File: config.mk
export PLATFORM = sky130hd
export DESIGN_NAME = gis_status_pin
export DESIGN_NICKNAME = d
export VERILOG_FILES = /design/src/verilog/gis_pkg.sv /design/src/verilog/gis_status_pin.sv
export VERILOG_INCLUDE_DIRS = /design/src /design/src/verilog
export SDC_FILE = /design/constraint.sdc
export NUM_CORES = 1
export LEC_CHECK = 0
export BUFFER_PORTS_ARGS = -buffer_cell sky130_fd_sc_hd__buf_2
export CORE_MARGIN = 2
export CORE_UTILIZATION = 56
export DETAILED_ROUTE_END_ITERATION = 12
export PLACE_DENSITY_LB_ADDON = 0.3
export SYNTH_ARGS = -nofsm -noshare
export SYNTH_HDL_FRONTEND = slang
export SYNTH_SLANG_ARGS = --single-unit
File: constraint.sdc
create_clock -name clk_sys -period 2.3 [get_ports clk_sys]
set_input_delay 0 -clock clk_sys [delete_from_list [all_inputs] [get_ports clk_sys]]
set_output_delay 0 -clock clk_sys [all_outputs]
set_load 0.005 [all_outputs]
File: src/verilog/gis_cfg.svh
// constants for the event status and multi-function pin block
`ifndef GIS_CFG_SVH
`define GIS_CFG_SVH
`define GIS_OFS_STATUS      8'h61
`define GIS_OFS_PINCTL      8'h62
`define GIS_OFS_BTN_CLEAR   8'h0e
`define GIS_OFS_STICKY      8'h60
`define GIS_RST_BYTE        8'h00
`define GIS_RST_FUNC        4'h0
`define GIS_PULSE_NS        2000000
`define GIS_CLK_NS          40
`define GIS_PULSE_CYC       (`GIS_PULSE_NS / `GIS_CLK_NS)
`define GIS_CNT_W           16
`define GIS_GAP_CYC         16'h0100
`define GIS_BIT_SC_L        7
`define GIS_BIT_SC_R        6
`define GIS_BIT_SC_C        5
`define GIS_BIT_RSVD        4
`define GIS_BIT_BTN         3
`define GIS_BIT_HS          2
`define GIS_BIT_NG_L        1
`define GIS_BIT_NG_R        0
`define GIS_BIT_MUXSEL      3
`define GIS_BIT_CONT        2
`define GIS_BIT_GPIN        1
`define GIS_BIT_GPOUT       0
`define GIS_FUNC_MSB        7
`define GIS_FUNC_LSB        4
`endif

File: src/verilog/gis_pkg.sv
// types for the event status and multi-function pin block
package gis_pkg;
  typedef enum logic [3:0] {
    GIS_FN_OFF     = 4'b0000,
    GIS_FN_ADC_WCK = 4'b0001,
    GIS_FN_DIV1    = 4'b0010,
    GIS_FN_DIV2    = 4'b0011,
    GIS_FN_DIV4    = 4'b0100,
    GIS_FN_DIV8    = 4'b0101,
    GIS_FN_SC_IRQ  = 4'b0110,
    GIS_FN_NG_IRQ  = 4'b0111,
    GIS_FN_GP_IN   = 4'b1000,
    GIS_FN_GP_OUT  = 4'b1001,
    GIS_FN_RSVD    = 4'b1010,
    GIS_FN_WCK     = 4'b1011,
    GIS_FN_BTN_IRQ = 4'b1100,
    GIS_FN_HS_IRQ  = 4'b1101,
    GIS_FN_HB_IRQ  = 4'b1110,
    GIS_FN_ALL_IRQ = 4'b1111
  } gis_func_type;

  typedef enum logic [1:0] {
    GIS_PS_IDLE = 2'b00,
    GIS_PS_HIGH = 2'b01,
    GIS_PS_GAP  = 2'b10
  } gis_pulse_state_type;

  typedef struct packed {
    logic sc_left;
    logic sc_right;
    logic sc_common;
    logic button;
    logic headset;
    logic ng_left;
    logic ng_right;
  } gis_events_type;

  typedef struct packed {
    logic       wr;
    logic       rd;
    logic [7:0] addr;
    logic [7:0] wdata;
  } gis_bus_type;
endpackage : gis_pkg

File: src/verilog/gis_status_pin.sv
// live event status register and multi-function pin control
`timescale 1ns/1ps
`include "gis_cfg.svh"
// Summary of operation
// - status bits 7,6,5 show live short circuit on left, right, common drivers.
// - button bit 3 sets on press, stays until register 14 is read.
// - bit 2 reads 1 while a headset is present.
// - bits 1,0 read 1 while left/right record power is below noise threshold.
// - bit 4 reserved, reads 0; software never writes it.
// - function field resets to 0000 (pin off); 0001 carries record word clock.
// - codes 0010..0101 output selected clock divided by 1, 2, 4, 8.
// - 0110 outputs short-circuit interrupt, 0111 noise-gate interrupt.
// - 1000 makes pin general input, 1001 general output.
// - 1011 makes pin the word clock, direction from audio interface setting.
// - 1100 outputs active-high button interrupt following debounced press.
// - 1101 headset interrupt; 1110 headset OR button interrupt.
// - 1111 ORs headset, button, short-circuit and noise-gate interrupts.
// - control bit 3 picks pin clock: 0 PLL, 1 divider mux; resets 0.
// - with bit 2 at 0 each interrupt is one 2ms high pulse.
// - with bit 2 at 1 pulses repeat until sticky register 96 is read.
// - in input mode a read-only bit returns the pin level.
// - in output mode pin drives a writable bit, reset 0.
module gis_status_pin
  import gis_pkg::*;
(
  input  wire logic           clk_sys,
  input  wire logic           rst_b,
  input  wire gis_bus_type    bus,
  output logic [7:0]          rdata,
  input  wire gis_events_type events,
  input  wire logic           pll_clk_en,
  input  wire logic           div_clk_en,
  input  wire logic           adc_wck,
  input  wire logic           wck_out,
  input  wire logic           wck_is_master,
  output logic                wck_in,
  input  wire logic           pin_in,
  output logic                pin_out,
  output logic                pin_oe_b
);

  // ****************************************
  // pin synchroniser
  // ****************************************
  logic [2:0] pin_sync_reg;
  logic [2:0] pin_sync_next;
  logic       pin_lvl_reg;
  logic       pin_lvl_next;
  always_comb begin
    pin_sync_next = {pin_sync_reg[1:0], pin_in};
    pin_lvl_next  = pin_lvl_reg;
    if (pin_sync_reg[2] == pin_sync_reg[1]) begin
      pin_lvl_next = pin_sync_reg[2];
    end
  end

  always_ff @(posedge clk_sys or negedge rst_b) begin
    if (!rst_b) begin
      pin_sync_reg <= 3'h0;
      pin_lvl_reg  <= 1'b0;
    end else begin
      pin_sync_reg <= pin_sync_next;
      pin_lvl_reg  <= pin_lvl_next;
    end
  end

  // ****************************************
  // registers
  // ****************************************
  logic [3:0]   func_reg;
  logic [3:0]   func_next;
  logic         muxsel_reg;
  logic         muxsel_next;
  logic         cont_reg;
  logic         cont_next;
  logic         gpout_reg;
  logic         gpout_next;
  logic         btn_reg;
  logic         btn_next;
  logic [7:0]   rdata_next;
  logic [7:0]   status_live;
  gis_func_type fn;
  assign fn = gis_func_type'(func_reg);
  always_comb begin
    status_live = `GIS_RST_BYTE;
    status_live[`GIS_BIT_SC_L] = events.sc_left;
    status_live[`GIS_BIT_SC_R] = events.sc_right;
    status_live[`GIS_BIT_SC_C] = events.sc_common;
    status_live[`GIS_BIT_RSVD] = 1'b0;
    status_live[`GIS_BIT_BTN]  = btn_reg;
    status_live[`GIS_BIT_HS]   = events.headset;
    status_live[`GIS_BIT_NG_L] = events.ng_left;
    status_live[`GIS_BIT_NG_R] = events.ng_right;
  end

  always_comb begin
    func_next   = func_reg;
    muxsel_next = muxsel_reg;
    cont_next   = cont_reg;
    gpout_next  = gpout_reg;
    rdata_next  = `GIS_RST_BYTE;
    btn_next    = btn_reg;
    if (bus.rd && bus.addr == `GIS_OFS_BTN_CLEAR) begin
      btn_next = 1'b0;
    end
    // press sets, wins over the clearing read
    if (events.button) begin
      btn_next = 1'b1;
    end
    if (bus.wr && bus.addr == `GIS_OFS_PINCTL) begin
      func_next   = bus.wdata[`GIS_FUNC_MSB:`GIS_FUNC_LSB];
      muxsel_next = bus.wdata[`GIS_BIT_MUXSEL];
      cont_next   = bus.wdata[`GIS_BIT_CONT];
      gpout_next  = bus.wdata[`GIS_BIT_GPOUT];
    end
    if (bus.rd) begin
      case (bus.addr)
        `GIS_OFS_STATUS: begin
          rdata_next = status_live;
        end
        `GIS_OFS_PINCTL: begin
          rdata_next = {func_reg, muxsel_reg, cont_reg, 1'b0, gpout_reg};
          rdata_next[`GIS_BIT_GPIN] = pin_lvl_reg;
        end
        default: begin
          rdata_next = `GIS_RST_BYTE;
        end
      endcase
    end
  end

  always_ff @(posedge clk_sys or negedge rst_b) begin
    if (!rst_b) begin
      func_reg   <= `GIS_RST_FUNC;
      muxsel_reg <= 1'b0;
      cont_reg   <= 1'b0;
      gpout_reg  <= 1'b0;
      btn_reg    <= 1'b0;
      rdata      <= `GIS_RST_BYTE;
    end else begin
      func_reg   <= func_next;
      muxsel_reg <= muxsel_next;
      cont_reg   <= cont_next;
      gpout_reg  <= gpout_next;
      btn_reg    <= btn_next;
      rdata      <= rdata_next;
    end
  end

  // ****************************************
  // clock divider
  // ****************************************
  // each enable is one source edge; bit n toggles every 2^n edges
  logic       src_en;
  logic [3:0] div_reg;
  logic [3:0] div_next;
  assign src_en = muxsel_reg ? div_clk_en : pll_clk_en;
  always_comb begin
    div_next = div_reg;
    // free-running counter, each bit 50% duty
    if (src_en) begin
      div_next = div_reg + 4'h1;
    end
  end
  always_ff @(posedge clk_sys or negedge rst_b) begin
    if (!rst_b) begin
      div_reg <= 4'h0;
    end else begin
      div_reg <= div_next;
    end
  end
  // ****************************************
  // interrupt pulse shaper
  // ****************************************
  localparam logic [`GIS_CNT_W-1:0] PULSE_CYC = `GIS_CNT_W'(`GIS_PULSE_CYC);
  logic                 irq_src;
  logic                 irq_src_reg;
  logic                 sticky_rd;
  logic                 cont_hold_reg;
  logic                 cont_hold_next;
  logic [`GIS_CNT_W-1:0] pcnt_reg;
  logic [`GIS_CNT_W-1:0] pcnt_next;
  gis_pulse_state_type  ps_reg;
  gis_pulse_state_type  ps_next;
  logic                 irq_rise;
  always_comb begin
    case (fn)
      GIS_FN_SC_IRQ:  irq_src = events.sc_left | events.sc_right | events.sc_common;
      GIS_FN_NG_IRQ:  irq_src = events.ng_left | events.ng_right;
      GIS_FN_BTN_IRQ: irq_src = events.button;
      GIS_FN_HS_IRQ:  irq_src = events.headset;
      GIS_FN_HB_IRQ:  irq_src = events.headset | events.button;
      GIS_FN_ALL_IRQ: irq_src = events.headset | events.button | events.sc_left
                                | events.sc_right | events.sc_common
                                | events.ng_left | events.ng_right;
      default:        irq_src = 1'b0;
    endcase
  end
  assign irq_rise  = irq_src & ~irq_src_reg;
  assign sticky_rd = bus.rd && bus.addr == `GIS_OFS_STICKY;
  always_comb begin
    ps_next        = ps_reg;
    pcnt_next      = pcnt_reg;
    cont_hold_next = cont_hold_reg;
    // repeat until sticky flags read; a new event re-arms
    if (sticky_rd) begin
      cont_hold_next = 1'b0;
    end
    if (irq_rise) begin
      cont_hold_next = cont_reg;
    end
    case (ps_reg)
      GIS_PS_IDLE: begin
        if (irq_rise) begin
          ps_next   = GIS_PS_HIGH;
          pcnt_next = PULSE_CYC - `GIS_CNT_W'(1);
        end
      end
      GIS_PS_HIGH: begin
        if (pcnt_reg == '0) begin
          ps_next   = cont_hold_next ? GIS_PS_GAP : GIS_PS_IDLE;
          pcnt_next = `GIS_GAP_CYC - `GIS_CNT_W'(1);
        end else begin
          pcnt_next = pcnt_reg - `GIS_CNT_W'(1);
        end
      end
      GIS_PS_GAP: begin
        if (!cont_hold_next) begin
          ps_next = GIS_PS_IDLE;
        end else if (pcnt_reg == '0) begin
          ps_next   = GIS_PS_HIGH;
          pcnt_next = PULSE_CYC - `GIS_CNT_W'(1);
        end else begin
          pcnt_next = pcnt_reg - `GIS_CNT_W'(1);
        end
      end
      default: begin
        ps_next = GIS_PS_IDLE;
      end
    endcase
  end

  always_ff @(posedge clk_sys or negedge rst_b) begin
    if (!rst_b) begin
      ps_reg        <= GIS_PS_IDLE;
      pcnt_reg      <= '0;
      cont_hold_reg <= 1'b0;
      irq_src_reg   <= 1'b0;
    end else begin
      ps_reg        <= ps_next;
      pcnt_reg      <= pcnt_next;
      cont_hold_reg <= cont_hold_next;
      irq_src_reg   <= irq_src;
    end
  end

  // ****************************************
  // pin output mux
  // ****************************************
  logic pin_out_next;
  logic pin_oe_b_next;
  logic wck_in_next;
  always_comb begin
    pin_out_next  = 1'b0;
    pin_oe_b_next = 1'b0;
    wck_in_next   = 1'b0;
    case (fn)
      GIS_FN_ADC_WCK: pin_out_next = adc_wck;
      GIS_FN_DIV1:    pin_out_next = div_reg[0];
      GIS_FN_DIV2:    pin_out_next = div_reg[1];
      GIS_FN_DIV4:    pin_out_next = div_reg[2];
      GIS_FN_DIV8:    pin_out_next = div_reg[3];
      GIS_FN_SC_IRQ, GIS_FN_NG_IRQ, GIS_FN_BTN_IRQ,
      GIS_FN_HS_IRQ, GIS_FN_HB_IRQ, GIS_FN_ALL_IRQ: begin
        pin_out_next = ps_reg == GIS_PS_HIGH;
      end
      GIS_FN_GP_IN:   pin_oe_b_next = 1'b1;
      GIS_FN_GP_OUT:  pin_out_next = gpout_reg;
      // word clock direction from interface setting
      GIS_FN_WCK: begin
        pin_out_next  = wck_out;
        pin_oe_b_next = ~wck_is_master;
        wck_in_next   = pin_lvl_reg;
      end
      // off and reserved codes leave the pin released
      default:        pin_oe_b_next = 1'b1;
    endcase
  end

  always_ff @(posedge clk_sys or negedge rst_b) begin
    if (!rst_b) begin
      pin_out  <= 1'b0;
      pin_oe_b <= 1'b1;
      wck_in   <= 1'b0;
    end else begin
      pin_out  <= pin_out_next;
      pin_oe_b <= pin_oe_b_next;
      wck_in   <= wck_in_next;
    end
  end

  // ****************************************
  // assertions
  // ****************************************
  a_status_shorts: assert property (@(posedge clk_sys) disable iff (!rst_b)
    bus.rd && bus.addr == `GIS_OFS_STATUS |=> rdata[7:5] ==
      $past({events.sc_left, events.sc_right, events.sc_common}))
    else $error("short bits wrong");
  a_button_sticky: assert property (@(posedge clk_sys) disable iff (!rst_b)
    btn_reg && !(bus.rd && bus.addr == `GIS_OFS_BTN_CLEAR) |=> btn_reg)
    else $error("button bit lost");
  a_status_live: assert property (@(posedge clk_sys) disable iff (!rst_b)
    bus.rd && bus.addr == `GIS_OFS_STATUS |=> rdata[2:0] ==
      $past({events.headset, events.ng_left, events.ng_right}))
    else $error("headset or gate bits wrong");
  a_reserved_zero: assert property (@(posedge clk_sys) disable iff (!rst_b)
    $past(bus.rd && bus.addr == `GIS_OFS_STATUS) |-> !rdata[4])
    else $error("reserved bit set");
  a_gpout_drive: assert property (@(posedge clk_sys) disable iff (!rst_b)
    fn == GIS_FN_GP_OUT && $stable(fn) |=> pin_out == $past(gpout_reg) && !pin_oe_b)
    else $error("gp output wrong");
  a_gpin_float: assert property (@(posedge clk_sys) disable iff (!rst_b)
    fn == GIS_FN_GP_IN |=> pin_oe_b)
    else $error("gp input driven");
  a_pulse_start: assert property (@(posedge clk_sys) disable iff (!rst_b)
    ps_reg == GIS_PS_IDLE && irq_rise |=> ps_reg == GIS_PS_HIGH [*8])
    else $error("pulse too short");
  a_pulse_end: assert property (@(posedge clk_sys) disable iff (!rst_b)
    ps_reg == GIS_PS_HIGH && pcnt_reg == '0 && !cont_hold_next |=> ps_reg == GIS_PS_IDLE)
    else $error("single pulse did not end");
  a_cont_stop: assert property (@(posedge clk_sys) disable iff (!rst_b)
    ps_reg == GIS_PS_GAP && sticky_rd && !irq_rise |=> ps_reg == GIS_PS_IDLE)
    else $error("pulses not stopped");
  a_cont_clear: assert property (@(posedge clk_sys) disable iff (!rst_b)
    sticky_rd && !irq_rise |=> !cont_hold_reg) else $error("continuous mode not cleared");
  a_reserved_off: assert property (@(posedge clk_sys) disable iff (!rst_b)
    fn == GIS_FN_RSVD |=> pin_oe_b)
    else $error("reserved code drives pin");

  c_single_pulse: cover property (@(posedge clk_sys) disable iff (!rst_b)
    ps_reg == GIS_PS_HIGH && pcnt_reg == '0 && !cont_reg);
  c_repeat_pulse: cover property (@(posedge clk_sys) disable iff (!rst_b)
    ps_reg == GIS_PS_GAP ##1 ps_reg == GIS_PS_HIGH);
  c_button_clear: cover property (@(posedge clk_sys) disable iff (!rst_b)
    btn_reg ##1 !btn_reg);
  c_div8: cover property (@(posedge clk_sys) disable iff (!rst_b)
    fn == GIS_FN_DIV8 && div_reg == 4'hf);

endmodule : gis_status_pin

==> run summary <==
status - complete, no violations
GP Congestion - 0.8059
Max Freq - 0.4575 GHz
gr ovfl total - 0
Tot Pwr - 0.002942 W
Worst setup SP type - register
cell area after layout - 3138 um2
htree depth - 2
I/O Buffers - 42
Die Width - 71.55 um
Fillers - 312
io pins - 44
max-cap viol count - 0
skew final - 0.01115 ns
Residual DRC - 0
initial antenna violation count - 0
vias in the first global route - 2056
hold_ws - 0.02635 ns
total CTS buffers - 5
Slew Limit Fails - 0
Total GRT Usage - 23.43%
most frequent cell after synthesis - dfrtp_1
fin util - 71.58%
Nets - 366
Core Box Area - 4384 um2
Synth top area share - 45.05%
global-route wire length before repair - 9.390 mm
required time worst endpoint - 2.49 ns
Pleak - 1.467 nW
Worst-Margin Slew - 1.012 ns
dpl hpwl - 3.781 mm
antenna-violating nets left - 0
area occupied by multi-input gates - 1260 um2
via count - 2241
synthesized flop and latch total - 47
clock sinks - 47
layout cells sized above 1 - 23.85%
Commonest cells post-synth - dfrtp_1 (46), nand2_1 (26), a21oi_1 (19)
Cell Area, Synth - 2555 um2
wire length per cell - 14.99 um
synth warn - 0
starting density of the core - 58.28%
Critical Path Fanout Max - 7
critical setup path kind - reg -> reg
Area Overhead vs Synth - 22.82%
Clock transition at path regs - 0.09 ns
period utilization - 95.04%
Clk Latency, worst-skew pair - 0.31 ns
Cells after Synth - 254
DRT Pass-1 Iters - 5
Most used DFF post-synth - dfrtp_1
TNS Setup - 0 ns
CTS Buffer Depth - 2
dpl cell area - 2829 um2
Synth async-reset ratio - 100.0%
WL final - 5.681 mm
synth unique cells - 56
Synth area leader - dfrtp_1
row cnt - 24
crit path time final - 2.186 ns
register area - 1177 um2
Worst Setup End Kind - register
endpoints failing hold - 0
drt first-iter violations - 223
WP data arrival - 2.38 ns
HP Class - in -> reg
ANT cells - 0
worst vdd ir - 0.6552 mV
Post-synth EDFFs - 0
Rel. slew slack - 32.50%
max reg flops - 16
setup violators final - 0
Area contributors post-synth - dfrtp_1 (45%), mux2_2 (4.8%), nand2_1 (3.8%)
CTS tree - done
die height - 71.55 um
Power per Cell Area - 937.4 nW/um2
Die Area - 5119 um2
Syn Nets - 294
DR vias/cell - 5.913
CTS root buf - clkbuf_8
largest net degree at the start of global routing - 48
Mapped Avg Cell Area - 10.06 um2
RSZ-0062 raised after global routing - no
sequential-to-total area share from yosys stat - 46.08%
worst paths after layout:
path / startpoint / endpoint / slack [ns] / cells after the start
max: fn[0] / pcnt_reg[2] / 0.11 / 7
min: pll_clk_en / div_reg[1] / 0.03 / 4
max reg2reg: fn[0] / pcnt_reg[2] / 0.11 / 7
min reg2reg: pin_sync_reg[0] / pin_sync_reg[1] / 0.36 / 0
max in group asynchronous: rst_b / pcnt_reg[1] / 1.27 / 2
min in group asynchronous: rst_b / rdata[7] / 0.39 / 2
metrics by stage:
stage,setup WS [ns],cells
after floorplan,0.3243,254
after global placement,0.1663,349
after detailed placement,0.09559,349
after CTS,0.04739,379
after global routing,0.003331,379
final,0.1140,379
critical path: stages (launching register included):
cell and delay [ns]:
dfrtp_1 0.46, mux2_4 0.34, o211ai_2 0.18, nand3_2 0.15
o311a_1 0.43, buf_4 0.19, a21boi_0 0.12, o22a_1 0.21
per-layer routing:
layer	wire length (um)	up-vias	GRT usage [%]
met5	0	-	0
met4	102	0	8.176
met3	322	10	5.345
met2	2560	78	35.91
met1	2696	1083	33.02
li1	-	1070	-
repair_timing:
action,in CTS,in global routing
endpoints found under the setup margin,0,6
gates resized for setup,0,2
hold endpoints to repair,63,0
hold buffers,22,0
buffers inserted,0,0
final cells by class:
type	instances	area share, %
inverter	11	1.316
tap	52	2.073
timing repair buffer	74	16.11
clock inverter	2	0.5183
sequential	47	37.52
clock buffer	6	2.313
multi-input combinational	187	40.15
report_power, final:
group	total, W	switching (W)	internal, W
clock	0.000513	0.000295	0.000219
combinational	0.00128	0.000714	0.000568
sequential	0.00115	0.000158	0.000988
cell usage in the layout (no fill, tap or decap), types with 4 or more instances in the layout:
master         instances
nand3_1                6
nor2b_1                7
buf_4                 10
a31oi_1                9
buf_2                 42
nor3_1                 4
dfrtp_1               46
or3_1                  4
a21o_1                 6
nor2_1                15
clkbuf_8               5
a22oi_1                7
inv_1                 11
a21oi_1               19
ha_1                   7
nand2_1               26
o21ai_0                9
dlygate4sd3_1         22
mux2_2                11
xnor2_1                4
cells by family after synthesis:
family / after synthesis / synth area share, %
adders and majority gates: 8 / 3.820
and+or+nand+nor: 81 / 16.50
AOI/OAI and AO/OA: 79 / 21.01
buffers and inverters: 20 / 4.603
muxes: 15 / 6.611
xor gates and xnor gates: 4 / 1.371
DFF: 47 / 46.08
Power figures use the tool's default switching activity.
